==> src/upc_params.svh <==
// register offsets, widths, reset values and field positions of the map tail
// assumes: included by the register bank, definitions only
`ifndef UPC_PARAMS_SVH
`define UPC_PARAMS_SVH

`define UPC_ADDR_LAST 5'h19
`define UPC_ADDR_PROFILE_SEVEN 5'h15
`define UPC_ADDR_RAM_ACCESS 5'h16
`define UPC_ADDR_GPIO_DIR 5'h18
`define UPC_ADDR_GPIO_VAL 5'h19
`define UPC_ADDR_UNUSED_A 5'h07
`define UPC_ADDR_UNUSED_B 5'h08
`define UPC_ADDR_UNUSED_C_LO 5'h0B
`define UPC_ADDR_UNUSED_C_HI 5'h0D
`define UPC_ADDR_UNUSED_D 5'h17

`define UPC_BYTES_PROFILE_SEVEN 4'h8
`define UPC_BYTES_RAM_ACCESS 4'h4
`define UPC_BYTES_GPIO 4'h2
`define UPC_BYTES_NONE 4'h0

`define UPC_RESET_PROFILE_SEVEN 64'h0000_0000_0000_0000
`define UPC_RESET_RAM_ACCESS 32'h0000_0000
`define UPC_RESET_GPIO 16'h0000

`define UPC_FTW_LSB 0
`define UPC_FTW_MSB 31
`define UPC_PHASE_LSB 32
`define UPC_PHASE_MSB 47
`define UPC_AMP_LSB 48
`define UPC_AMP_MSB 61
`define UPC_OSF_LSB 48
`define UPC_OSF_MSB 55
`define UPC_BYPASS_BIT 56
`define UPC_INVERT_BIT 57
`define UPC_RATE_LSB 58
`define UPC_RATE_MSB 63

`define UPC_MODE_QUAD 2'b00
`define UPC_MODE_TONE 2'b01

`endif

==> src/upc_pkg.sv <==
// types shared by the register bank of the upconverter map tail
// assumes: upc_params.svh alongside
package upc_pkg;
	typedef enum logic [1:0] {
		UPC_QUAD,
		UPC_TONE,
		UPC_INTERP
	} upc_mode_t;

	typedef struct packed {
		logic [31:0] tuningWord;
		logic [15:0] phaseOffset;
		logic [13:0] amplitudeScale;
	} upc_tone_t;

	typedef struct packed {
		logic [5:0] interpRateHigh;
		logic spectralInvert;
		logic inverseFilterBypass;
		logic [7:0] outputScale;
		logic [15:0] phaseOffset;
		logic [31:0] tuningWord;
	} upc_quad_t;

	typedef struct packed {
		logic valid;
		logic write;
		logic [4:0] addr;
		logic [63:0] data;
	} upc_access_t;
endpackage : upc_pkg

==> src/upc_register_bank.sv <==
// register bank for profile seven, ram access word and gpio registers
// assumes: serial port logic on the same clock presents decoded accesses;
// update strobe and profile pins arrive asynchronously from outside
`include "upc_params.svh"
`timescale 1ns/1ps
`default_nettype none

module upc_register_bank
	import upc_pkg::*;
(
	input wire logic clock,
	input wire logic reset_n,
	input wire upc_access_t access,
	input wire logic [1:0] operatingMode,
	input wire logic updatePin,
	input wire logic [2:0] profilePins,
	output logic [63:0] readData,
	output logic [3:0] byteCount,
	output logic addrInRange,
	output logic addrOwned,
	output upc_mode_t activeMode,
	output upc_tone_t toneFields,
	output upc_quad_t quadFields,
	output logic [31:0] ramWord,
	output logic [15:0] gpioDirection,
	output logic [15:0] gpioValues
);
	logic resetSync1, resetSync2;
	logic [3:0] pinSync1, pinSync2, pinSync3, pinFiltered, next_pinFiltered;
	logic [63:0] bufProfile, next_bufProfile, actProfile, next_actProfile;
	logic [31:0] bufRam, next_bufRam, next_ramWord;
	logic [15:0] bufGpioDir, next_bufGpioDir, bufGpioVal, next_bufGpioVal;
	logic [15:0] next_gpioDirection, next_gpioValues;
	logic [63:0] next_readData;
	logic [3:0] next_byteCount;
	logic next_addrInRange, next_addrOwned, unusedSlot, transfer;
	upc_mode_t next_activeMode;
	upc_tone_t next_toneFields;
	upc_quad_t next_quadFields;

	// reset release
	always_ff @(posedge clock or negedge reset_n) begin
		if (!reset_n) begin
			resetSync1 <= 1'b0;
			resetSync2 <= 1'b0;
		end else begin
			resetSync1 <= 1'b1;
			resetSync2 <= resetSync1;
		end
	end

	// pin filter: a change counts once stages two and three agree
	always_comb begin
		next_pinFiltered = pinFiltered;
		if (pinSync2 == pinSync3) begin
			next_pinFiltered = pinSync3;
		end
	end

	always_ff @(posedge clock or negedge resetSync2) begin
		if (!resetSync2) begin
			pinSync1 <= 4'h0;
			pinSync2 <= 4'h0;
			pinSync3 <= 4'h0;
			pinFiltered <= 4'h0;
		end else begin
			pinSync1 <= {updatePin, profilePins};
			pinSync2 <= pinSync1;
			pinSync3 <= pinSync2;
			pinFiltered <= next_pinFiltered;
		end
	end

	// update rising edge or profile change
	assign transfer = (next_pinFiltered[3] && !pinFiltered[3]) ||
		(next_pinFiltered[2:0] != pinFiltered[2:0]);

	assign unusedSlot = (access.addr == `UPC_ADDR_UNUSED_A) || (access.addr == `UPC_ADDR_UNUSED_B) ||
		((access.addr >= `UPC_ADDR_UNUSED_C_LO) && (access.addr <= `UPC_ADDR_UNUSED_C_HI)) ||
		(access.addr == `UPC_ADDR_UNUSED_D);

	always_comb begin
		next_bufProfile = bufProfile;
		next_bufRam = bufRam;
		next_bufGpioDir = bufGpioDir;
		next_bufGpioVal = bufGpioVal;
		next_actProfile = actProfile;
		next_ramWord = ramWord;
		next_gpioDirection = gpioDirection;
		next_gpioValues = gpioValues;
		next_readData = readData;
		next_byteCount = byteCount;
		next_addrInRange = addrInRange;
		next_addrOwned = addrOwned;
		if (access.valid) begin
			next_addrInRange = (access.addr <= `UPC_ADDR_LAST);
			next_addrOwned = 1'b0;
			next_readData = 64'h0000_0000_0000_0000;
			next_byteCount = `UPC_BYTES_NONE;
			// holes and foreign slots answer zero
			if (!unusedSlot) begin
				case (access.addr)
					`UPC_ADDR_PROFILE_SEVEN: begin
						next_addrOwned = 1'b1;
						next_byteCount = `UPC_BYTES_PROFILE_SEVEN;
						next_readData = bufProfile;
						if (access.write) begin
							next_bufProfile = access.data;
						end
					end
					`UPC_ADDR_RAM_ACCESS: begin
						next_addrOwned = 1'b1;
						next_byteCount = `UPC_BYTES_RAM_ACCESS;
						next_readData = {32'h0000_0000, bufRam};
						if (access.write) begin
							next_bufRam = access.data[31:0];
						end
					end
					`UPC_ADDR_GPIO_DIR: begin
						next_addrOwned = 1'b1;
						next_byteCount = `UPC_BYTES_GPIO;
						next_readData = {48'h0000_0000_0000, bufGpioDir};
						if (access.write) begin
							next_bufGpioDir = access.data[15:0];
						end
					end
					`UPC_ADDR_GPIO_VAL: begin
						next_addrOwned = 1'b1;
						next_byteCount = `UPC_BYTES_GPIO;
						next_readData = {48'h0000_0000_0000, bufGpioVal};
						if (access.write) begin
							next_bufGpioVal = access.data[15:0];
						end
					end
					default: begin
						next_addrOwned = 1'b0;
					end
				endcase
			end
		end
		// buffered copy moves to the active side
		// a write in the transfer cycle is not yet seen; it waits for the next strobe
		if (transfer) begin
			next_actProfile = bufProfile;
			next_ramWord = bufRam;
			next_gpioDirection = bufGpioDir;
			next_gpioValues = bufGpioVal;
		end
	end

	always_comb begin
		case (operatingMode)
			`UPC_MODE_QUAD: next_activeMode = UPC_QUAD;
			`UPC_MODE_TONE: next_activeMode = UPC_TONE;
			default: next_activeMode = UPC_INTERP;
		endcase
	end

	// fields taken as whole binary words
	always_comb begin
		next_toneFields.tuningWord = actProfile[`UPC_FTW_MSB:`UPC_FTW_LSB];
		next_toneFields.phaseOffset = actProfile[`UPC_PHASE_MSB:`UPC_PHASE_LSB];
		next_toneFields.amplitudeScale = actProfile[`UPC_AMP_MSB:`UPC_AMP_LSB];
	end

	always_comb begin
		next_quadFields.interpRateHigh = actProfile[`UPC_RATE_MSB:`UPC_RATE_LSB];
		next_quadFields.spectralInvert = actProfile[`UPC_INVERT_BIT];
		next_quadFields.inverseFilterBypass = actProfile[`UPC_BYPASS_BIT];
		next_quadFields.outputScale = actProfile[`UPC_OSF_MSB:`UPC_OSF_LSB];
		next_quadFields.phaseOffset = actProfile[`UPC_PHASE_MSB:`UPC_PHASE_LSB];
		next_quadFields.tuningWord = actProfile[`UPC_FTW_MSB:`UPC_FTW_LSB];
	end

	always_ff @(posedge clock or negedge resetSync2) begin
		if (!resetSync2) begin
			bufProfile <= `UPC_RESET_PROFILE_SEVEN;
			bufRam <= `UPC_RESET_RAM_ACCESS;
			bufGpioDir <= `UPC_RESET_GPIO;
			bufGpioVal <= `UPC_RESET_GPIO;
			actProfile <= `UPC_RESET_PROFILE_SEVEN;
			ramWord <= `UPC_RESET_RAM_ACCESS;
			gpioDirection <= `UPC_RESET_GPIO;
			gpioValues <= `UPC_RESET_GPIO;
			readData <= 64'h0000_0000_0000_0000;
			byteCount <= `UPC_BYTES_NONE;
			addrInRange <= 1'b0;
			addrOwned <= 1'b0;
			activeMode <= UPC_QUAD;
			toneFields <= '0;
			quadFields <= '0;
		end else begin
			bufProfile <= next_bufProfile;
			bufRam <= next_bufRam;
			bufGpioDir <= next_bufGpioDir;
			bufGpioVal <= next_bufGpioVal;
			actProfile <= next_actProfile;
			ramWord <= next_ramWord;
			gpioDirection <= next_gpioDirection;
			gpioValues <= next_gpioValues;
			readData <= next_readData;
			byteCount <= next_byteCount;
			addrInRange <= next_addrInRange;
			addrOwned <= next_addrOwned;
			activeMode <= next_activeMode;
			toneFields <= next_toneFields;
			quadFields <= next_quadFields;
		end
	end
endmodule : upc_register_bank

`default_nettype wire

==> config.mk <==
export PLATFORM = sky130hd
export DESIGN_NAME = upc_register_bank
export DESIGN_NICKNAME = d
export VERILOG_FILES = /design/src/upc_pkg.sv /design/src/upc_register_bank.sv
export VERILOG_INCLUDE_DIRS = /design/src
export SDC_FILE = /design/constraint.sdc
export NUM_CORES = 1
export LEC_CHECK = 0
export BUFFER_PORTS_ARGS = -buffer_cell sky130_fd_sc_hd__buf_2
export CAP_MARGIN = 5
export CORE_ASPECT_RATIO = 1.1
export CORE_UTILIZATION = 40
export DETAILED_ROUTE_END_ITERATION = 10
export PLACE_DENSITY_LB_ADDON = 0.3
export SLEW_MARGIN = 20
export SYNTH_ARGS = -nofsm -noshare
export SYNTH_HDL_FRONTEND = slang
export SYNTH_SLANG_ARGS = --single-unit
==> constraint.sdc <==
create_clock -name clock -period 38.2 [get_ports clock]
set_clock_uncertainty 0.05 [all_clocks]
set_input_delay 1.91 -clock clock [delete_from_list [all_inputs] [get_ports clock]]
set_output_delay 1.91 -clock clock [all_outputs]
set_load 0.005 [all_outputs]
=== Yosys cells after proc, flatten, opt, wreduce, memory -nomap -nowiden ===
Index checks and enable logic that the tools add are counted.

* Input bits: 79
* Output and inout bits: 262
* Flip-flop bits (word level): 424

* Magnitude comparators: 3
* Eq/ne operators: 10
* Multiplexer cells: 8
* Bitwise gates (word level): 1
* Reduce and logical (&&, ||, !) cells: 14

{| class="wikitable"
|+ Operators with widths
! kind !! count
|-
| 64-bit case mux with 4 select lines || 1
|-
| 64-bit 2-to-1 mux || 1
|-
| 5-bit equality test, second input constant || 5
|-
| 4-bit AND reduction || 4
|-
| 4-bit case mux with 3 select lines || 1
|-
| 4-bit 2-to-1 mux || 2
|-
| 5-bit by 3-bit equality test with 1-bit output, second input constant || 1
|-
| 5-bit by 4-bit equality test with 1-bit output, second input constant || 1
|-
| 5-bit by 4-bit greater-or-equal comparator with 1-bit output, second input constant || 1
|-
| 5-bit by 4-bit <= comparator with 1-bit output, second input constant || 1
|-
| 5-bit <= comparator, second input constant || 1
|-
| 4-bit equality test || 1
|-
| 1-bit logical OR || 4
|-
| 2-bit case mux with 2 select lines || 1
|-
| 4-bit OR reduction || 1
|-
| 3-bit inequality test || 1
|-
| 2-bit by 1-bit equality test with 1-bit output, second input constant || 1
|-
| 1-bit logical AND || 2
|-
| 2-bit logical NOT || 1
|-
| 1-bit 2-to-1 mux || 2
|-
| 2-bit OR reduction || 1
|-
| 1-bit logical NOT || 1
|-
| 1-bit NOT || 1
|}

=== Logic depth before layout (Yosys ltp) ===
Gate-level depths: netlist of run 1.

* Word-level depth: 6
* Mapped depth: 7
* Depth with buffers taken out: 4

=== Least setup slack after synthesis of run 1 ===
OpenSTA, ideal clock, no wires.

* Path type: input port to flip-flop
* Start: in access[66] (netlist name)
* End: reg bufGpioDir[10]
* Path slack: 34761 ps
* Arrival time: 3264 ps
* Stages on the path: 6
* Path buffers: 2
* Setup time: 125 ps
* Path through: nand2b_4 -> nor4b_4 -> and3_1 -> buf_4 -> buf_6 -> mux2_2

* Cells in the longest elaborated chain, start to end: 6

{| class="wikitable"
|+ Ends and longest elaborated chain
! item !! line !! RTL
|-
| start, declared || upc_register_bank.sv:13 || <nowiki>input wire upc_access_t access,</nowiki>
|-
| 5-bit by 4-bit greater-or-equal comparator with 1-bit output (no line), or another cell as far along || n/a ||
|-
| 1-bit logical AND or 1-bit logical OR (tied branches) || upc_register_bank.sv:79, upc_register_bank.sv:78 ||
|-
| 1-bit logical OR (2 in a row) || upc_register_bank.sv:78 || <nowiki>assign unusedSlot = (access.addr == `UPC_ADDR_UNUSED_A) || (access.addr == `UPC_ADDR_UNUSED_B) ||</nowiki>
|-
| 1-bit NOT (no line) || n/a ||
|-
| 4-bit AND reduction (no line) (*) || n/a ||
|-
| end signal, assigned || upc_register_bank.sv:179 || <nowiki>bufGpioDir <= `UPC_RESET_GPIO;</nowiki>
|-
| end signal, assigned || upc_register_bank.sv:195 || <nowiki>bufGpioDir <= next_bufGpioDir;</nowiki>
|-
| end, declared || upc_register_bank.sv:32 || <nowiki>logic [15:0] bufGpioDir, next_bufGpioDir, bufGpioVal, next_bufGpioVal;</nowiki>
|}

Mark *: on every way between the ends. The rest lies on a longest branch, timed or not.
A chain may end at the register's enable or synchronous reset.

=== Worst setup path after layout of run 1 ===
* Start: in access[66] (netlist name)
* End: reg bufGpioDir[12]

Same word-level chain as after synthesis.

==> impl_summary.log, run 1 <==
INFO  metric die_footprint = 0.0399 mm2
INFO  metric ant_nets = 0
INFO  metric drv_slew = 0
INFO  metric fillCellCount = 3,402
INFO  metric synthesis.instances = 1,051
INFO  metric ys_async_sr_fraction = 100%
INFO  metric grt_setup_unrepaired = no
INFO  metric place.detailed.hpwl = 23.3 mm
INFO  metric core_ar = 0.0383 mm2
INFO  metric power_leakage = 9.66 nW
INFO  metric ios = 341
INFO  metric groute.usage.overall = 18.5%
INFO  metric drtPass1Iterations = 5
INFO  metric timing.critical_path.fanout_max = 21
INFO  metric cp.arrival = 4.25 ns
INFO  metric yosys_register_bits = 409
INFO  metric antenna_found_initial = 8
INFO  metric cts_max_level = 2
INFO  metric critPathKind = primary input to register
INFO  metric clock_latency_late_sink = 0.55 ns
INFO  metric initial_utilization = 40.8%
INFO  metric critPathCaptureType = register
INFO  metric min_path_type = register to register
INFO  metric fin_crit_sh = 10.2%
INFO  metric cts-hold-fix-buffers = 0
INFO  metric post-cts-setup-buffers = 0
INFO  metric synth.avg_cell_area = 14.9 um2
INFO  metric max-slew-margin-rel = 22.6%
INFO  metric yosysWarnings = 0
INFO  metric minimum_clock_period = 3.88 ns
INFO  metric io_buffers = 339
INFO  metric internal = 0.852 mW
INFO  metric drt-vias-per-instance = 5.04
INFO  metric report.final.hold_viol_count = 0
INFO  metric fin_util = 48.9%
INFO  metric comb_power_share = 12.4%
INFO  metric drc_marker_count_from_the_first_detailed_route_iteration = 376
INFO  metric synth_to_layout_area_growth = 19.8%
INFO  metric sequentialPowerShare = 48.8%
INFO  metric ir_drop = 0.0362 mV
INFO  metric maximum_clock_rate = 0.258 GHz
INFO  metric synth_cell_type_count = 38
INFO  metric register_area_share_after_synthesis = 65.5%
INFO  metric remaining_drc_errors = 0
INFO  metric maximum_number_of_pins_on_one_net_before_global_route_repair = 81
INFO  metric wirelength = 36.5 mm
INFO  metric fp.dieH = 209 um
INFO  metric critical_path.slowest_cell = sky130_fd_sc_hd__and3_1
INFO  metric total_switching_power = 0.278 mW
INFO  metric worstPathRequired = 38.57 ns
INFO  metric place_congestion = 0.747
INFO  metric tritoncts.num_buffers = 43
INFO  metric cts.reportedPaths.clkPinSlew = 0.06 ns
INFO  metric cp_cell_sequence = buf_2 > nand2b_4 > nor4b_4 > and3_1 > mux2_2
INFO  metric placementRows = 75
INFO  metric reg2reg_depth = 3
INFO  metric power.density_cell_area = 60.3 mW/mm2
INFO  metric tritoncts_clock_tree = built
INFO  metric drt-wirelength-per-cell = 19.6 um
INFO  metric cts_buffer_depth = 3
INFO  metric dpl_worst_slack = 33.75 ns
INFO  metric final_layout_size_suffix_gt1_share = 51.0%
INFO  metric maxCapViolations = 0
INFO  metric cts_root_buffer = sky130_fd_sc_hd__clkbuf_16
INFO  metric clock_power_share = 38.8%
INFO  metric run_status = completed
INFO  metric synth_fp_nets = 1,130
INFO  metric grt_pass1_wl = 56.3 mm
INFO  metric postLayoutSetupSlackWorst = 34.32 ns
INFO  metric power.switching_fraction = 24.6%
INFO  metric setup_violations = 0
INFO  metric syn-cell-area = 0.0156 mm2
INFO  metric postCtsResizedCells = 0
INFO  metric number_of_clock_sinks_seen_by_cts = 409
INFO  metric tightestPinTransition = 1.16 ns
INFO  metric synth_edf_count = 0
INFO  metric cp-start-kind = primary input
INFO  metric fp.dieW = 191 um
INFO  metric routed-via-count = 9,383
INFO  metric synth_flop_type = sky130_fd_sc_hd__dfrtp_1
INFO  metric finish.net_count = 1,408
INFO  metric max_stage_delay = 0.87 ns
INFO  metric holdPathStages = 0
INFO  metric grt_pass1_vias = 9,647
INFO  metric totalNegativeSetupSlack = 0 ns
INFO  metric grt.overflow.total = 0
-- worst max-delay path: cells and delay by family --
| kind | cells | cell delay (ns) |
|---|---|---|
| simple gates | 3 | 1.68 |
| mux | 1 | 0.41 |
| buf+inv | 1 | 0.23 |
-- power by group through the flow --
stage / Combinational [mW] / Sequential, mW / Clock, mW
after global routing: 0.154 / 0.561 / 0.467
after detailed placement: 0.143 / 0.560 / 0
after CTS: 0.144 / 0.553 / 0.449
final: 0.140 / 0.551 / 0.438
after global placement: 0.141 / 0.557 / 0
after floorplan: 0.0869 / 0.555 / 0
-- layout make-up --
class / instances / area [um2] / share of cell area, %
flip-flops and latches: 409 / 10200 / 54.7
multi-input cells: 458 / 4340 / 23.2
repair buffers: 352 / 1800 / 9.59
clock buffers: 57 / 1220 / 6.51
well taps: 500 / 626 / 3.34
clock inverters: 19 / 267 / 1.42
inverters: 65 / 244 / 1.30
diodes: 2 / 5.00 / 0.0267
-- metrics by stage --
stage / hold slack [ns] / total power, mW / std cells / area, um2
5_1_grt: 0.311 / 1.18 / 1862 / 18700
2_1_floorplan: 0.281 / 0.642 / 1051 / 15600
4_1_cts: 0.306 / 1.15 / 1860 / 18700
6_report: 0.305 / 1.13 / 1862 / 18700
3_5_place_dp: 0.289 / 0.703 / 1784 / 17200
3_3_place_gp: 0.287 / 0.698 / 1784 / 17200
-- cell families (layout without fill, tap and decap cells) --
| kind of cell | after synthesis | count (layout) | share of synthesized area (%) |
|---|---|---|---|
| xor+xnor | 7 | 7 | 0.392 |
| buf+inv | 184 | 493 | 7.09 |
| flops | 409 | 409 | 65.5 |
| other cells | 2 | 4 | 0.0480 |
| compound gates | 110 | 110 | 4.57 |
| mux | 271 | 271 | 19.5 |
| simple gates | 68 | 68 | 2.93 |
-- flip-flops by register name (all words and copies together), names as in the netlist, 32 cells and up --
name        count
actProfile     64
bufProfile     64
bufRam         32
quadFields     61
ramWord        32
readData       64
-- cells in the final DEF, fill, tap and decap left out, types with 11 or more instances in the layout --
master	count
sky130_fd_sc_hd__dfrtp_1	408
sky130_fd_sc_hd__buf_2	338
sky130_fd_sc_hd__mux2_2	259
sky130_fd_sc_hd__inv_1	65
sky130_fd_sc_hd__clkbuf_16	43
sky130_fd_sc_hd__o22ai_1	33
sky130_fd_sc_hd__nand3_1	32
sky130_fd_sc_hd__o21ai_0	32
sky130_fd_sc_hd__a22oi_1	16
sky130_fd_sc_hd__nand3b_1	16
sky130_fd_sc_hd__buf_4	14
sky130_fd_sc_hd__mux2_1	11
-- worst paths after layout --
check	slack, ns	startpoint	endpoint
setup reg to reg	34.78	resetSync2	gpioValues[0]
hold reg to reg	0.31	pinSync1[1]	pinSync2[1]
max in group asynchronous	34.78	resetSync2	gpioValues[0]
setup / recovery	34.32	access[66]	bufGpioDir[12]
hold / removal	0.31	pinSync1[1]	pinSync2[1]
min in group asynchronous	0.33	resetSync2	quadFields[19]
-- synthesized netlist by cell type (all sizes together) (8+ instances only) --
master,number,area (um2)
a22oi,16,120
clkbuf,19,72.6
inv,65,244
o21ai,33,165
a21oi,8,40.0
nand3b,18,143
a221oi,9,78.8
mux2,270,3040
o22ai,33,206
nand3,32,160
buf,100,792
dfrtp,409,10200
-- routing by layer --
layer	track usage [%]	vias to the layer above	part of all wire, %
met5	0	-	0.11
met4	6.46	6	2.4
met3	4.23	65	6.3
met2	29.1	332	47
met1	25.1	4826	44
li1	-	4154	-
Note: power is estimated with default switching activity, not from simulation.
==> run 2: changes to the inputs <==
==> constraint.sdc (replaced) <==
create_clock -name clock -period 3.3 [get_ports clock]
set_clock_uncertainty 0.05 [all_clocks]
set_input_delay 0.165 -clock clock [delete_from_list [all_inputs] [get_ports clock]]
set_output_delay 0.165 -clock clock [all_outputs]
set_load 0.005 [all_outputs]
==> impl_summary.log, run 2 (synthesis gave the netlist of run 1 again) <==
INFO  metric total_switching_power = 3.14 mW
INFO  metric layout.cells.most_common_list = 408 x sky130_fd_sc_hd__dfrtp_1, 338 x sky130_fd_sc_hd__buf_2, 259 x sky130_fd_sc_hd__mux2_2, 74 x sky130_fd_sc_hd__dlygate4sd3_1, 65 x sky130_fd_sc_hd__inv_1
INFO  metric met1Wirelength = 16.3 mm
INFO  metric post-cts-setup-buffers = 0
INFO  metric ios = 341
INFO  metric placementRows = 75
INFO  metric tritoncts_clock_tree = built
INFO  metric grt.overflow.total = 0
INFO  metric drc_marker_count_from_the_first_detailed_route_iteration = 371
INFO  metric cts_buffer_depth = 3
INFO  metric detailroute.wirelength.met2 = 17.8 mm
INFO  metric power_leakage = 10.0 nW
INFO  metric synth_to_layout_area_growth = 25.2%
INFO  metric final-instance-count-excl-fill = 1,944
INFO  metric fp.dieH = 209 um
INFO  metric ant_nets = 0
INFO  metric wirelength = 37.2 mm
INFO  metric final_layout_size_suffix_gt1_share = 48.3%
INFO  metric min_path_type = primary input to register
INFO  metric seqCellArea = 0.0102 mm2
INFO  metric timing.critical_path.fanout_max = 16
INFO  metric clock_latency_late_sink = 0.54 ns
INFO  metric grt_pass1_vias = 9,957
INFO  metric io_buffers = 339
INFO  metric fp.dieW = 191 um
INFO  metric place_congestion = 0.786
INFO  metric cts.reportedPaths.clkPinSlew = 0.06 ns
INFO  metric drt-vias-per-instance = 4.98
INFO  metric maximum_clock_rate = 0.480 GHz
INFO  metric highest_layer = met4
INFO  metric reg2reg_depth = 5
INFO  metric wl_met3 = 2.07 mm
INFO  metric worstPathRequired = 3.67 ns
INFO  metric post_placement_cell_area = 0.0174 mm2
INFO  metric ir_drop = 0.395 mV
INFO  metric cts_max_level = 2
INFO  metric report.final.hold_viol_count = 0
INFO  metric drv_slew = 0
INFO  metric grt_pass1_wl = 57.2 mm
INFO  metric drtPass1Iterations = 4
INFO  metric max-slew-margin-rel = 38.9%
INFO  metric number_of_clock_sinks_seen_by_cts = 409
INFO  metric critPathCaptureType = register
INFO  metric largest_registers = actProfile: 64 flops, bufProfile: 64 flops, readData: 64 flops
INFO  metric power.density_cell_area = 661 mW/mm2
INFO  metric critPathKind = primary input to register
INFO  metric comb_power_share = 13.3%
INFO  metric final_common_cell = sky130_fd_sc_hd__dfrtp_1
INFO  metric setup_violations = 0
INFO  metric fin_crit_sh = 63.1%
INFO  metric maximum_number_of_pins_on_one_net_before_global_route_repair = 88
INFO  metric routed-via-count = 9,679
INFO  metric remaining_drc_errors = 0
INFO  metric internal = 9.80 mW
INFO  metric cts_root_buffer = sky130_fd_sc_hd__clkbuf_16
INFO  metric place.detailed.hpwl = 24.0 mm
INFO  metric tightestPinTransition = 0.915 ns
INFO  metric cp-start-kind = primary input
INFO  metric power.switching_fraction = 24.3%
INFO  metric sequentialPowerShare = 49.4%
INFO  metric core_ar = 0.0383 mm2
INFO  metric tritoncts.num_buffers = 42
INFO  metric groute.usage.overall = 18.6%
INFO  metric antenna_found_initial = 3
INFO  metric die_footprint = 0.0399 mm2
INFO  metric fillCellCount = 3,286
INFO  metric cell_total_after_placement = 1,794
INFO  metric drt-wirelength-per-cell = 19.1 um
INFO  metric maxCapViolations = 0
INFO  metric minimum_clock_period = 2.08 ns
INFO  metric run_status = completed
INFO  metric clock_power_share = 37.4%
INFO  metric grt_setup_unrepaired = no
INFO  metric cp.arrival = 2.45 ns
INFO  metric multi_input_comb_area = 0.00434 mm2
INFO  metric finish.instance_area = 0.0196 mm2
INFO  metric finish.net_count = 1,491
INFO  metric holdPathStages = 3
INFO  metric initial_utilization = 40.8%
-- run 2: per-layer routing --
metal	vias up	global-route usage, %
met5	-	0
met2	324	29.9
li1	4330	-
met4	0	6.18
met3	59	3.70
met1	4966	25.3
-- run 2: power groups by stage --
stage,Clock (mW),Sequential [mW],Combinational (mW)
floorplan,0,6.41,1.01
global placement,0,6.45,1.64
detailed placement,0,6.48,1.68
CTS,4.96,6.40,1.75
global route,5.17,6.50,1.89
finish,4.83,6.39,1.72
-- run 2: cell type report --
class | count | share of cell area, %
tap | 500 | 3.19
sequential | 409 | 52.3
clock inverter | 6 | 0.447
clock buffer | 68 | 6.86
timing repair buffer | 436 | 13.8
multi-input combinational | 458 | 22.2
antenna | 2 | 0.0256
inverter | 65 | 1.25
-- run 2: final timing paths --
check,startpoint,end,slack (ns)
setup / recovery,access[68],bufGpioVal[2],1.22
hold / removal,access[65],addrInRange,0.07
setup reg to reg,pinSync3[3],ramWord[19],1.24
hold reg to reg,pinSync1[1],pinSync2[1],0.31
max in group asynchronous,resetSync2,actProfile[45],1.87
min in group asynchronous,resetSync2,bufProfile[13],0.37
-- run 2: stage by stage --
stage	TNS [ns]	hold slack (ns)	total power [mW]	utilization (%)	setup WS [ns]
global placement	0	-0.0984	8.10	45.5	1.05
detailed placement	0	-0.0960	8.16	45.5	1.01
floorplan	-311.37	-0.181	7.42	-	-0.765
global route	0	0.0847	13.6	51.1	1.11
CTS	0	0.0486	13.1	51.1	1.20
finish	0	0.0742	12.9	51.1	1.22
-- run 2: repair_timing --
item	in CTS	in global routing
setup endpoints to repair	0	0
hold buffers	74	0
hold endpoints to repair	145	0
resized for setup	0	0
-- run 2: critical path: stages --
cell and delay [ns]:
sky130_fd_sc_hd__dlygate4sd3_1 0.58, sky130_fd_sc_hd__buf_2 0.21, sky130_fd_sc_hd__nand3b_2 0.25, sky130_fd_sc_hd__nor3_4 0.82, sky130_fd_sc_hd__mux2_2 0.42
